<file path="src/rtl/sams_pkg.sv">
// constants and types for the serial converter sequencer
// assumes one 200 MHz system clock; serial pins are asynchronous to it
package sams_pkg;
	// address shift register: start bit plus assignment word
	localparam int ADDR_W = 5;
	localparam int START_POS8 = 4;
	localparam int START_POS4 = 3;
	// field positions below the start bit, eight-input layout
	localparam int F8_SINGLE = 3;
	localparam int F8_POL = 2;
	localparam int F8_HI = 1;
	localparam int F8_LO = 0;
	// field positions, four-input layout
	localparam int F4_SINGLE = 2;
	localparam int F4_POL = 1;
	localparam int F4_HI = 0;
	// result and output register widths
	localparam int RES_W = 8;
	localparam int SR_W = 9;
	localparam logic [2:0] MSB_IDX = 3'h7;
	localparam logic [3:0] CONV_BITS = 4'h8;
	// result buffer shape
	localparam int FIFO_W = 8;
	localparam int FIFO_D = 32;
	// sequencer states, gray along the usual path
	typedef enum logic [2:0] {
		ST_ADDR = 3'h0,
		ST_HOLD = 3'h1,
		ST_SETTLE = 3'h3,
		ST_CONV = 3'h2,
		ST_TAIL = 3'h6
	} sams_state_t;
endpackage : sams_pkg

</file>
<file path="src/rtl/sams_fifo.sv">
// result buffer: show-ahead fifo with a registered output stage
// assumes one clock, synchronous active-high reset
`timescale 1ns/1ps
module sams_fifo #(
	parameter int WIDTH = 8,
	parameter int DEPTH = 32
) (
	// clock and reset
	input wire logic clk,
	input wire logic sys_rst,
	// filling side
	input wire logic in_valid,
	input wire logic [WIDTH-1:0] in_data,
	output logic in_ready,
	// draining side
	output logic out_valid,
	output logic [WIDTH-1:0] out_data,
	input wire logic out_ready
);
	localparam int AW = $clog2(DEPTH);
	typedef struct packed {
		logic [AW:0] cnt;
		logic [AW-1:0] wp;
		logic [AW-1:0] rp;
		logic ov;
		logic [WIDTH-1:0] od;
	} sams_fifo_st_t;
	sams_fifo_st_t st_reg, st_next;
	logic [WIDTH-1:0] mem [DEPTH]; // storage kept out of the struct
	logic wr, rd;
	// full is honest: the output stage is not counted as room
	assign in_ready = st_reg.cnt != (AW+1)'(DEPTH);
	assign wr = in_valid && in_ready;
	assign rd = (st_reg.cnt != '0) && (!st_reg.ov || out_ready);
	assign out_valid = st_reg.ov;
	assign out_data = st_reg.od;
	// pointer, count and output stage update
	always_comb begin
		st_next = st_reg;
		if (out_ready && st_reg.ov) begin
			st_next.ov = 1'b0;
		end
		if (wr) begin
			st_next.wp = st_reg.wp + 1'b1;
		end
		if (rd) begin
			st_next.od = mem[st_reg.rp];
			st_next.ov = 1'b1;
			st_next.rp = st_reg.rp + 1'b1;
		end
		st_next.cnt = st_reg.cnt + (AW+1)'(wr) - (AW+1)'(rd);
	end
	// register the state and write the array
	always_ff @(posedge clk) begin
		if (sys_rst) begin
			st_reg <= '0;
		end else begin
			st_reg <= st_next;
		end
		if (wr) begin
			mem[st_reg.wp] <= in_data;
		end
	end
endmodule : sams_fifo

</file>
<file path="src/rtl/sams_top.sv">
// serial control of an 8-bit successive-approximation converter
// assumes the serial pins and the comparator are asynchronous to clk,
// and the serial clock is far slower than clk
`timescale 1ns/1ps
module sams_top #(
	parameter bit EIGHT_INPUT = 1'b1 // 0 selects the four-input variant
) (
	// clock and reset
	input wire logic clk,
	input wire logic sys_rst,
	// serial link pins from the controller
	input wire logic conv_select_n,
	input wire logic conv_clk,
	input wire logic serial_addr_in,
	input wire logic lsb_first_enable_n,
	// serial result pin, data and enable of a tristate, plus busy
	output logic serial_result_out,
	output logic serial_result_oe,
	output logic conversion_active,
	// analog side: ladder code, comparator, mux selection
	output logic [7:0] ladder_code,
	input wire logic cmp_above,
	output logic mux_enable,
	output logic [2:0] mux_pos_ch,
	output logic [2:0] mux_neg_ch,
	output logic mux_neg_common,
	output logic mux_neg_ground,
	// finished results
	output logic result_valid,
	output logic [7:0] result_data,
	input wire logic result_ready
);
	// all state of the sequencer
	typedef struct packed {
		logic cs_m; // synchroniser first stages
		logic cs_s;
		logic ck_m;
		logic ck_s;
		logic ck_d; // delayed copy for edge detect
		logic di_m;
		logic di_s;
		logic se_m;
		logic se_s;
		logic cmp_m;
		logic cmp_s;
		sams_pkg::sams_state_t st;
		logic [sams_pkg::ADDR_W-1:0] addr;
		logic single;
		logic pol;
		logic hi;
		logic lo;
		logic settled;
		logic [2:0] idx; // bit being decided
		logic [3:0] nbits; // decisions made this conversion
		logic [sams_pkg::RES_W-1:0] res;
		logic [sams_pkg::RES_W-1:0] trial;
		logic [sams_pkg::SR_W-1:0] sr;
		logic dout;
		logic oe;
		logic active;
		logic push;
		logic mux_en;
		logic [2:0] pos;
		logic [2:0] neg;
		logic neg_com;
		logic neg_gnd;
	} sams_top_st_t;

	sams_top_st_t st_reg, st_next;
	logic rise; // one-cycle enable on rising serial clock
	logic fall; // one-cycle enable on falling serial clock
	logic fifo_rdy; // buffer has room for one more result
	logic [sams_pkg::ADDR_W-1:0] a_nx; // address after this shift
	logic start_hit;

	// trial code: decided bits kept, bit under test set
	function automatic logic [7:0] sams_trial(input logic [7:0] res, input logic [2:0] idx);
		logic [7:0] t;
		t = res;
		t[idx] = 1'b1;
		return t;
	endfunction : sams_trial

	// edges come from the second stage and its delayed copy only
	assign rise = st_reg.ck_s && !st_reg.ck_d;
	assign fall = !st_reg.ck_s && st_reg.ck_d;
	assign a_nx = {st_reg.addr[sams_pkg::ADDR_W-2:0], st_reg.di_s};
	// start bit has reached the start location
	assign start_hit = EIGHT_INPUT ? a_nx[sams_pkg::START_POS8]
		: a_nx[sams_pkg::START_POS4];

	// next-state logic
	always_comb begin
		st_next = st_reg;
		st_next.push = 1'b0;
		// two flip-flops on every asynchronous input
		st_next.cs_m = conv_select_n;
		st_next.cs_s = st_reg.cs_m;
		st_next.ck_m = conv_clk;
		st_next.ck_s = st_reg.ck_m;
		st_next.ck_d = st_reg.ck_s;
		st_next.di_m = serial_addr_in;
		st_next.di_s = st_reg.di_m;
		st_next.se_m = lsb_first_enable_n;
		st_next.se_s = st_reg.se_m;
		st_next.cmp_m = cmp_above;
		st_next.cmp_s = st_reg.cmp_m;
		if (st_reg.cs_s) begin
			// deselected: clear everything, release the pin
			st_next.st = sams_pkg::ST_ADDR;
			st_next.addr = '0;
			st_next.sr = '0;
			st_next.res = '0;
			st_next.trial = '0;
			st_next.single = 1'b0;
			st_next.pol = 1'b0;
			st_next.hi = 1'b0;
			st_next.lo = 1'b0;
			st_next.settled = 1'b0;
			st_next.idx = '0;
			st_next.nbits = '0;
			st_next.dout = 1'b0;
			st_next.oe = 1'b0;
			st_next.active = 1'b0;
			st_next.mux_en = 1'b0;
			st_next.pos = '0;
			st_next.neg = '0;
			st_next.neg_com = 1'b0;
			st_next.neg_gnd = 1'b0;
		end else begin
			// selected: logic enabled
			unique case (st_reg.st)
				sams_pkg::ST_ADDR: begin
					// pin is undriven here, so a shared wire is safe
					if (rise) begin
						st_next.addr = a_nx;
						if (start_hit) begin
							// capture the word in shift order
							if (EIGHT_INPUT) begin
								st_next.single = a_nx[sams_pkg::F8_SINGLE];
								st_next.pol = a_nx[sams_pkg::F8_POL];
								st_next.hi = a_nx[sams_pkg::F8_HI];
								st_next.lo = a_nx[sams_pkg::F8_LO];
							end else begin
								st_next.single = a_nx[sams_pkg::F4_SINGLE];
								st_next.pol = a_nx[sams_pkg::F4_POL];
								st_next.hi = a_nx[sams_pkg::F4_HI];
								st_next.lo = 1'b1;
							end
							st_next.st = sams_pkg::ST_HOLD;
						end
					end
				end
				sams_pkg::ST_HOLD: begin
					// waits only while the result buffer is full
					if (fifo_rdy) begin
						st_next.active = 1'b1;
						st_next.mux_en = 1'b1;
						st_next.st = sams_pkg::ST_SETTLE;
						if (st_reg.single) begin
							// single-ended: one channel against a fixed negative
							st_next.pos = EIGHT_INPUT ? {st_reg.hi, st_reg.lo, st_reg.pol}
								: {1'b0, st_reg.hi, st_reg.pol};
							st_next.neg = '0;
							st_next.neg_com = EIGHT_INPUT;
							st_next.neg_gnd = !EIGHT_INPUT;
						end else begin
							// differential: both members of one pair only
							st_next.pos = EIGHT_INPUT ? {st_reg.hi, st_reg.lo, st_reg.pol}
								: {1'b0, st_reg.hi, st_reg.pol};
							st_next.neg = EIGHT_INPUT ? {st_reg.hi, st_reg.lo, !st_reg.pol}
								: {1'b0, st_reg.hi, !st_reg.pol};
							st_next.neg_com = 1'b0;
							st_next.neg_gnd = 1'b0;
						end
					end
				end
				sams_pkg::ST_SETTLE: begin
					// one serial clock period lets the mux settle
					if (fall && !st_reg.settled) begin
						st_next.oe = 1'b1;
						st_next.dout = 1'b0;
						st_next.settled = 1'b1;
					end else if (rise && st_reg.settled) begin
						st_next.idx = sams_pkg::MSB_IDX;
						st_next.trial = sams_trial('0, sams_pkg::MSB_IDX);
						st_next.st = sams_pkg::ST_CONV;
					end
				end
				sams_pkg::ST_CONV: begin
					if (rise) begin
						// new trial on the rising edge, decided on the falling one
						st_next.trial = sams_trial(st_reg.res, st_reg.idx);
					end else if (fall) begin
						// a negative input never beats the ladder, so bits stay zero
						st_next.res[st_reg.idx] = st_reg.cmp_s;
						st_next.dout = st_reg.cmp_s;
						st_next.nbits = st_reg.nbits + 4'h1;
						if (st_reg.idx == 3'h0) begin
							st_next.sr = {1'b0, st_reg.res[7:1], st_reg.cmp_s};
							st_next.push = 1'b1;
							st_next.st = sams_pkg::ST_TAIL;
						end else begin
							st_next.idx = st_reg.idx - 3'h1;
						end
					end
				end
				sams_pkg::ST_TAIL: begin
					// busy ends at the rise after the last decision
					if (rise && st_reg.active) begin
						st_next.active = 1'b0;
						st_next.mux_en = 1'b0;
					end
					// four-input always shifts; eight-input waits for the enable
					if (fall && (!EIGHT_INPUT || !st_reg.se_s)) begin
						st_next.sr = {1'b0, st_reg.sr[sams_pkg::SR_W-1:1]};
						st_next.dout = st_reg.sr[1];
					end // otherwise the LSB stays on the line
				end
				default: begin
					st_next.st = sams_pkg::ST_ADDR;
				end
			endcase
		end
	end

	// one register stage for the whole state
	always_ff @(posedge clk) begin
		if (sys_rst) begin
			st_reg <= '0;
			st_reg.cs_m <= 1'b1;
			st_reg.cs_s <= 1'b1;
		end else begin
			st_reg <= st_next;
		end
	end

	// results are buffered so a slow reader never loses one
	sams_fifo #(
		.WIDTH(sams_pkg::FIFO_W),
		.DEPTH(sams_pkg::FIFO_D)
	) u_fifo (
		.clk(clk),
		.sys_rst(sys_rst),
		.in_valid(st_reg.push),
		.in_data(st_reg.res),
		.in_ready(fifo_rdy),
		.out_valid(result_valid),
		.out_data(result_data),
		.out_ready(result_ready)
	);

	// every output straight from the state register
	assign serial_result_out = st_reg.dout;
	assign serial_result_oe = st_reg.oe;
	assign conversion_active = st_reg.active;
	assign ladder_code = st_reg.trial;
	assign mux_enable = st_reg.mux_en;
	assign mux_pos_ch = st_reg.pos;
	assign mux_neg_ch = st_reg.neg;
	assign mux_neg_common = st_reg.neg_com;
	assign mux_neg_ground = st_reg.neg_gnd;
endmodule : sams_top

</file>
<file path="config.mk">
export PLATFORM = sky130hd
export DESIGN_NAME = sams_top
export DESIGN_NICKNAME = d
export VERILOG_FILES = /design/src/rtl/sams_pkg.sv /design/src/rtl/sams_fifo.sv /design/src/rtl/sams_top.sv
export SDC_FILE = /design/constraint.sdc
export NUM_CORES = 1
export LEC_CHECK = 0
export BUFFER_PORTS_ARGS = -buffer_cell sky130_fd_sc_hd__buf_2
export CORE_UTILIZATION = 55
export CTS_CLUSTER_SIZE = 20
export DETAILED_ROUTE_END_ITERATION = 16
export PLACE_DENSITY = 0.72
export SLEW_MARGIN = 20
export SYNTH_ARGS = -nofsm -noshare
export SYNTH_HDL_FRONTEND = slang
export SYNTH_SLANG_ARGS = --single-unit
</file>
<file path="constraint.sdc">
create_clock -name clk -period 5.9 [get_ports clk]
set_clock_uncertainty 0.1 [all_clocks]
set_input_delay 1.18 -clock clk [delete_from_list [all_inputs] [get_ports clk]]
set_output_delay 1.18 -clock clk [all_outputs]
set_load 0.01 [all_outputs]
</file>
; After elaboration in Yosys (flattened, before gate mapping)
; Memory sizes are Yosys's and may differ from the RTL's. A register that Yosys moved wholly into a read port is not among the register bits.
; Cells that the tools add are included.
[classes]
bitwise_logic = 5
n_reduce_logical = 38
eq_ne = 18
mul = 0
order_cmp = 2
n_addsub = 6
n_div = 0
mux = 43
shift = 0
[op_table]
columns = cell, count
row1 = 10-bit 2-to-1 mux, 3
row2 = 15-bit 2-to-1 mux, 2
row3 = 3-bit 2-to-1 mux, 10
row4 = 9-bit 2-to-1 mux, 3
row5 = 8-bit 2-to-1 mux, 3
row6 = 2-bit inequality test (second input constant), 12
row7 = 9-bit one-hot mux with 2 select lines, 1
row8 = 8-bit one-hot mux with 2 select lines, 1
row9 = 5-bit 2-to-1 mux, 3
row10 = 3-bit one-hot mux with 5 select lines, 1
row11 = 12-bit 2-to-1 mux, 1
row12 = 5-bit by 1-bit adder with 5-bit output (second input constant), 2
row13 = 1-bit logical AND, 10
row14 = 5-bit AND reduction, 2
row15 = 3-bit AND reduction, 3
row16 = 9-bit AND reduction, 1
row17 = 8-bit bitwise mux, 1
row18 = 8-bit bitwise OR, 1
row19 = 2-bit nonzero test, 4
row20 = 1-bit 2-to-1 mux, 7
row21 = 6-bit by 1-bit adder with 6-bit output, 1
row22 = 3-bit by 2-bit == test with 1-bit output (second input constant), 2
row23 = 1-bit zero test, 6
row24 = 3-bit zero test, 2
row25 = other kinds (24), 30
[totals]
elab_cells = 149
output_inout_bits = 29
ram_bits = 256
input_bits = 8
latch_bits = 0
memories = 1
register_bits = 93
mem_bits_ro = 0
[mem_list]
columns = memory, words, word_bits, rd, rd_ports_with_merged_regs, write_ports, line
row1 = u_fifo.mem, 32, 8, 1, 1, 1, sams_fifo.sv:29  ; logic [WIDTH-1:0] mem [DEPTH];

; Longest topological paths before layout
[depth]
depth_word = 8
mapped_depth = 14
mapped_depth_nobuf = 13

; Modules after synthesis
; A second synthesis with hierarchy kept.
[unflattened]
hier_cells = 1007
area_unflattened_um2 = 14023.4
[modules_own_cells]
columns = mod, seq_area_each_um2, area_each_um2, instances, cells_each
row1 = sams_fifo, 8287.9, 11442.2, 1, 712
row2 = sams_top, 1201.2, 2581.2, 1, 295

; Worst setup path after synthesis
; OpenSTA, ideal clock, no wires.
[synth_path]
kind = input-to-reg
startpoint = input port result_ready
endpoint = register u_fifo.st_reg[24] (netlist bit)
cell_stages = 11
arrival_time_ns = 3.284
slack_ns = 2.396
required_ns = 5.679
setup_ns = 0.121
path_buffers = 1
path_cell_list = inv_1 > a21oi_1 > clkbuf_1 > ha_1 > inv_1 > ha_1 > a21o_1 > a21oi_1 > o21bai_1 > a21oi_1 > mux2_2
[synth_between]
elab_chain_cells = 3
[synth_rtl]
columns = item, line
row1 = from (decl), sams_top.sv:31  ; input wire logic result_ready
row2 = 1-bit logical OR, sams_fifo.sv:34  ; assign rd = (st_reg.cnt != '0) && (!st_reg.ov || out_ready);
row3 = 1-bit logical AND, sams_fifo.sv:34
row4 = via u_fifo.rd, sams_fifo.sv:30  ; logic wr, rd;
row5 = 6-bit by 1-bit subtractor with 6-bit output, sams_fifo.sv:51  ; st_next.cnt = st_reg.cnt + (AW+1)'(wr) - (AW+1)'(rd);
row6 = to (signal assigned), sams_fifo.sv:58  ; st_reg <= st_next;
row7 = to (decl), sams_fifo.sv:28  ; sams_fifo_st_t st_reg, st_next;
; The timed path passes the listed nets, and every way through them passes these cells.
; A chain may end at the register's enable or synchronous reset.

; Worst setup path in the final report
[layout_path]
startpoint = register u_fifo.st_reg[21] (netlist bit)
endpoint = memory u_fifo.mem[20][5], enable pin
[layout_between]
elab_chain_cells = 4
[layout_rtl]
columns = item, line
row1 = 6-bit inequality test, sams_fifo.sv:32  ; assign in_ready = st_reg.cnt != (AW+1)'(DEPTH);
row2 = 1-bit logical AND, sams_fifo.sv:33  ; assign wr = in_valid && in_ready;
row3 = 1-bit 2-to-1 mux, sams_fifo.sv:60  ; if (wr) begin
row4 = 1-bit 2-to-1 mux (not written as such), sams_fifo.sv:61  ; mem[st_reg.wp] <= in_data;
row5 = to (decl), sams_fifo.sv:29
; Every way passes these cells.

==> key figures <==
Placement
  • Hpwl dp: 17.7 mm
  • Port Buf Inserts: 35
  • Pre-CTS setup slack: 2.44 ns
  • Gpl congestion: 0.835
  • Placed Area: 14300 um2

Setup path
  • FF-to-FF path depth: 6
  • Flop2flop setup slack: 2.75 ns
  • Crit path DAT: 3.18 ns
  • R2r endpoint: u_fifo.mem[20][5]$_DFFE_PP_
  • Worst r2r src: u_fifo.st_reg[21]$_SDFF_PP0_
  • CP endpoint kind: register
  • Critical setup path kind: register to register
  • CP Launch Type: register
  • Crit path max fanout: 9
  • Critical Path RT: 5.93 ns

STA
  • RSZ-0062 raised after global routing: no
  • F_max: 0.317 GHz
  • Setup TNS: 0 ns
  • Count of final max-slew check failures: 0
  • Hold Fails Final Rpt: 0
  • Final worst slack: 2.75 ns
  • Least-Margin Pin Slew: 1.03 ns
  • Slew margin rel.: 31.2%
  • Final worst path period need: 3.15 ns
  • Tcrit/Tclk final: 53.4%
  • Setup violations, final: 0

Floorplan
  • Num rows: 58
  • Die H: 162 um
  • Total core area: 25100 um2
  • I/O pin cnt: 37
  • Die footprint: 26200 um2
  • Die W: 162 um
  • Initial Utilization: 56.0%

Hold path
  • Worst hold path type: register to register
  • Min-delay src: st_next[67]$_SDFF_PP1_
  • Hold path cells: 1
  • Sink of the worst hold path: st_reg[67]$_SDFF_PP1_

Clock tree
  • # resized after CTS: 0
  • Clock root buffer: clkbuf_16
  • Cts hold-fix bufs: 0
  • CTS tree: done
  • CTS Sinks: 346
  • Num CTS Buffers: 35
  • H-tree levels: 2
  • Clk slew on worst S/H paths: 0.06 ns
  • Clock Path Buffers: 3
  • Worst skew pair latency: 0.51 ns
  • # Post-CTS Setup Buffers: 0

Global routing
  • Antenna violations before repair: 0
  • Vias in the first global route: 7539
  • Largest net degree at the start of global routing: 58
  • Remaining global-route overflow: 0
  • Global Route Usage Sum: 21.6%
  • First-pass GRT wire length: 43.3 mm

Logic synthesis
  • Post-Syn Area per Cell: 13.8 um2
  • Unique masters post-synth: 50
  • Async S/R FF share, synth: 0%
  • Synth warnings: 0
  • Register bit count reported by yosys: 346
  • Area leader, netlist: edfxtp_1
  • Area contributors post-synth: edfxtp_1 (55%), dfxtp_1 (13%), mux2i_1 (10%), a22oi_1 (3.4%), nor2_1 (2.8%)
  • Post-Syn Nets: 1044
  • Seq/Total Area, Yosys: 67.5%
  • Mapped cell area: 14100 um2
  • Predominant post-synthesis flop cell: edfxtp_1
  • Top cell type's share of synthesized area: 54.7%
  • Post-synthesis cell count: 1019
  • EDFF count, synth: 256

Layout
  • Final instance area: 15400 um2
  • Area grow syn2layout: 9.70%
  • Share of cells above drive strength 1: 11.3%
  • Post-layout util: 61.4%
  • Commonest non-fill, non-tap cell in the layout: edfxtp_1
  • # diodes: 0
  • Most frequent cells in the layout: edfxtp_1 (256), mux2i_1 (147), nor2_1 (105), dfxtp_1 (89), a21oi_1 (67)
  • Nets: 1046
  • Max reg flops: 256

Power
  • Leakage: 5.27 nW
  • Tot Pwr: 6.01 mW
  • Peak VDD IR: 0.272 mV
  • Pwr Density: 389 nW/um2

Routing
  • Total Wirelength: 27.9 mm
  • WL/cell: 20.3 um
  • Via count: 7999
  • Vias per cell: 5.82
  • DRT iter0 DRCs: 634
  • Antenna-violating nets left: 0
  • First-pass DRT Iterations: 7
  • Remaining DRCs: 0

Run
  • Max Cap Viol: 0

Outcome
  • Status: finished clean
-- power by group --
group | internal, mW | switching [mW] | total, mW
clock | 1.26 | 0.874 | 2.13
combinational | 0.526 | 0.553 | 1.08
sequential | 2.64 | 0.149 | 2.79
-- stage by stage --
stage / hold WS [ns] / std cells
6_report: 0.313 / 1375
5_1_grt: 0.319 / 1375
4_1_cts: 0.316 / 1375
3_5_place_dp: 0.295 / 1314
3_3_place_gp: 0.297 / 1314
2_1_floorplan: 0.289 / 1019
-- critical path, stage by stage, from the launching register on --
cell and delay [ns]:
dfxtp_1 0.34, inv_1 0.06, ha_1 0.20, nor4bb_1 0.17, nor2b_1 0.66, nand2_1 0.43
nor2_1 0.79
-- how the worst max path moves through the flow --
stage,slack [ns],to,cells past startpoint,start
2_1_floorplan,2.40,u_fifo.st_reg[24]$_SDFF_PP0_,11,result_ready
3_3_place_gp,2.50,u_fifo.st_reg[24]$_SDFF_PP0_,12,result_ready
3_5_place_dp,2.44,u_fifo.st_reg[24]$_SDFF_PP0_,12,result_ready
4_1_cts,2.72,u_fifo.mem[20][5]$_DFFE_PP_,6,u_fifo.st_reg[21]$_SDFF_PP0_
5_1_grt,2.53,u_fifo.mem[31][6]$_DFFE_PP_,6,u_fifo.st_reg[21]$_SDFF_PP0_
6_report,2.75,u_fifo.mem[20][5]$_DFFE_PP_,6,u_fifo.st_reg[21]$_SDFF_PP0_
-- logic make-up after synthesis --
group                      after synthesis  share of synthesized area [%]
xor gates and xnor gates                11                          0.685
and+or+nand+nor                        222                           7.55
adders and majority gates               17                           1.57
muxes                                  148                           10.5
buffers and inverters                  102                           3.86
other                                    1                         0.0267
AOI/OAI and AO/OA                      172                           8.28
DFF                                    346                           67.5
-- synth_stat cells (2+ instances only) --
cell type  number
dfxtp_1        90
buf_2           2
mux2i_1       147
nand2b_1        5
nand4_1         5
a22oi_1        64
inv_1          18
or3b_2          3
nor4_1          2
a21oi_1        68
nor4bb_1        2
xnor2_1         4
a211oi_2        8
nand3_1        12
nor3_1          5
o21ai_0        11
a211oi_1       10
buf_4          32
buf_6           5
clkbuf_1       41
ha_1           16
or4_1           9
buf_1           4
nand2_1        36
and3b_1         2
edfxtp_1      256
nor2b_1        18
nor2_1        106
a31oi_1         2
nor3b_1         3
or2_2           4
nand3b_1        5
xor2_1          7
-- per-layer routing --
metal  wire length [um]  global-route usage (%)
met5                  0                       0
met3               1480                    3.52
met4                680                    6.52
met1              12200                    30.1
met2              13500                    35.0
-- cell type report --
| cell class | count | area [um2] |
|---|---|---|
| Clock buffer | 45 | 981 |
| Fill cell | 1909 | 9680 |
| Timing Repair Buffer | 49 | 293 |
| Tap cell | 330 | 413 |
| Sequential cell | 346 | 9490 |
| Clock inverter | 16 | 120 |
| Inverter | 18 | 67.6 |
| Multi-Input combinational cell | 571 | 4060 |
Power figures use the tool's default switching activity.
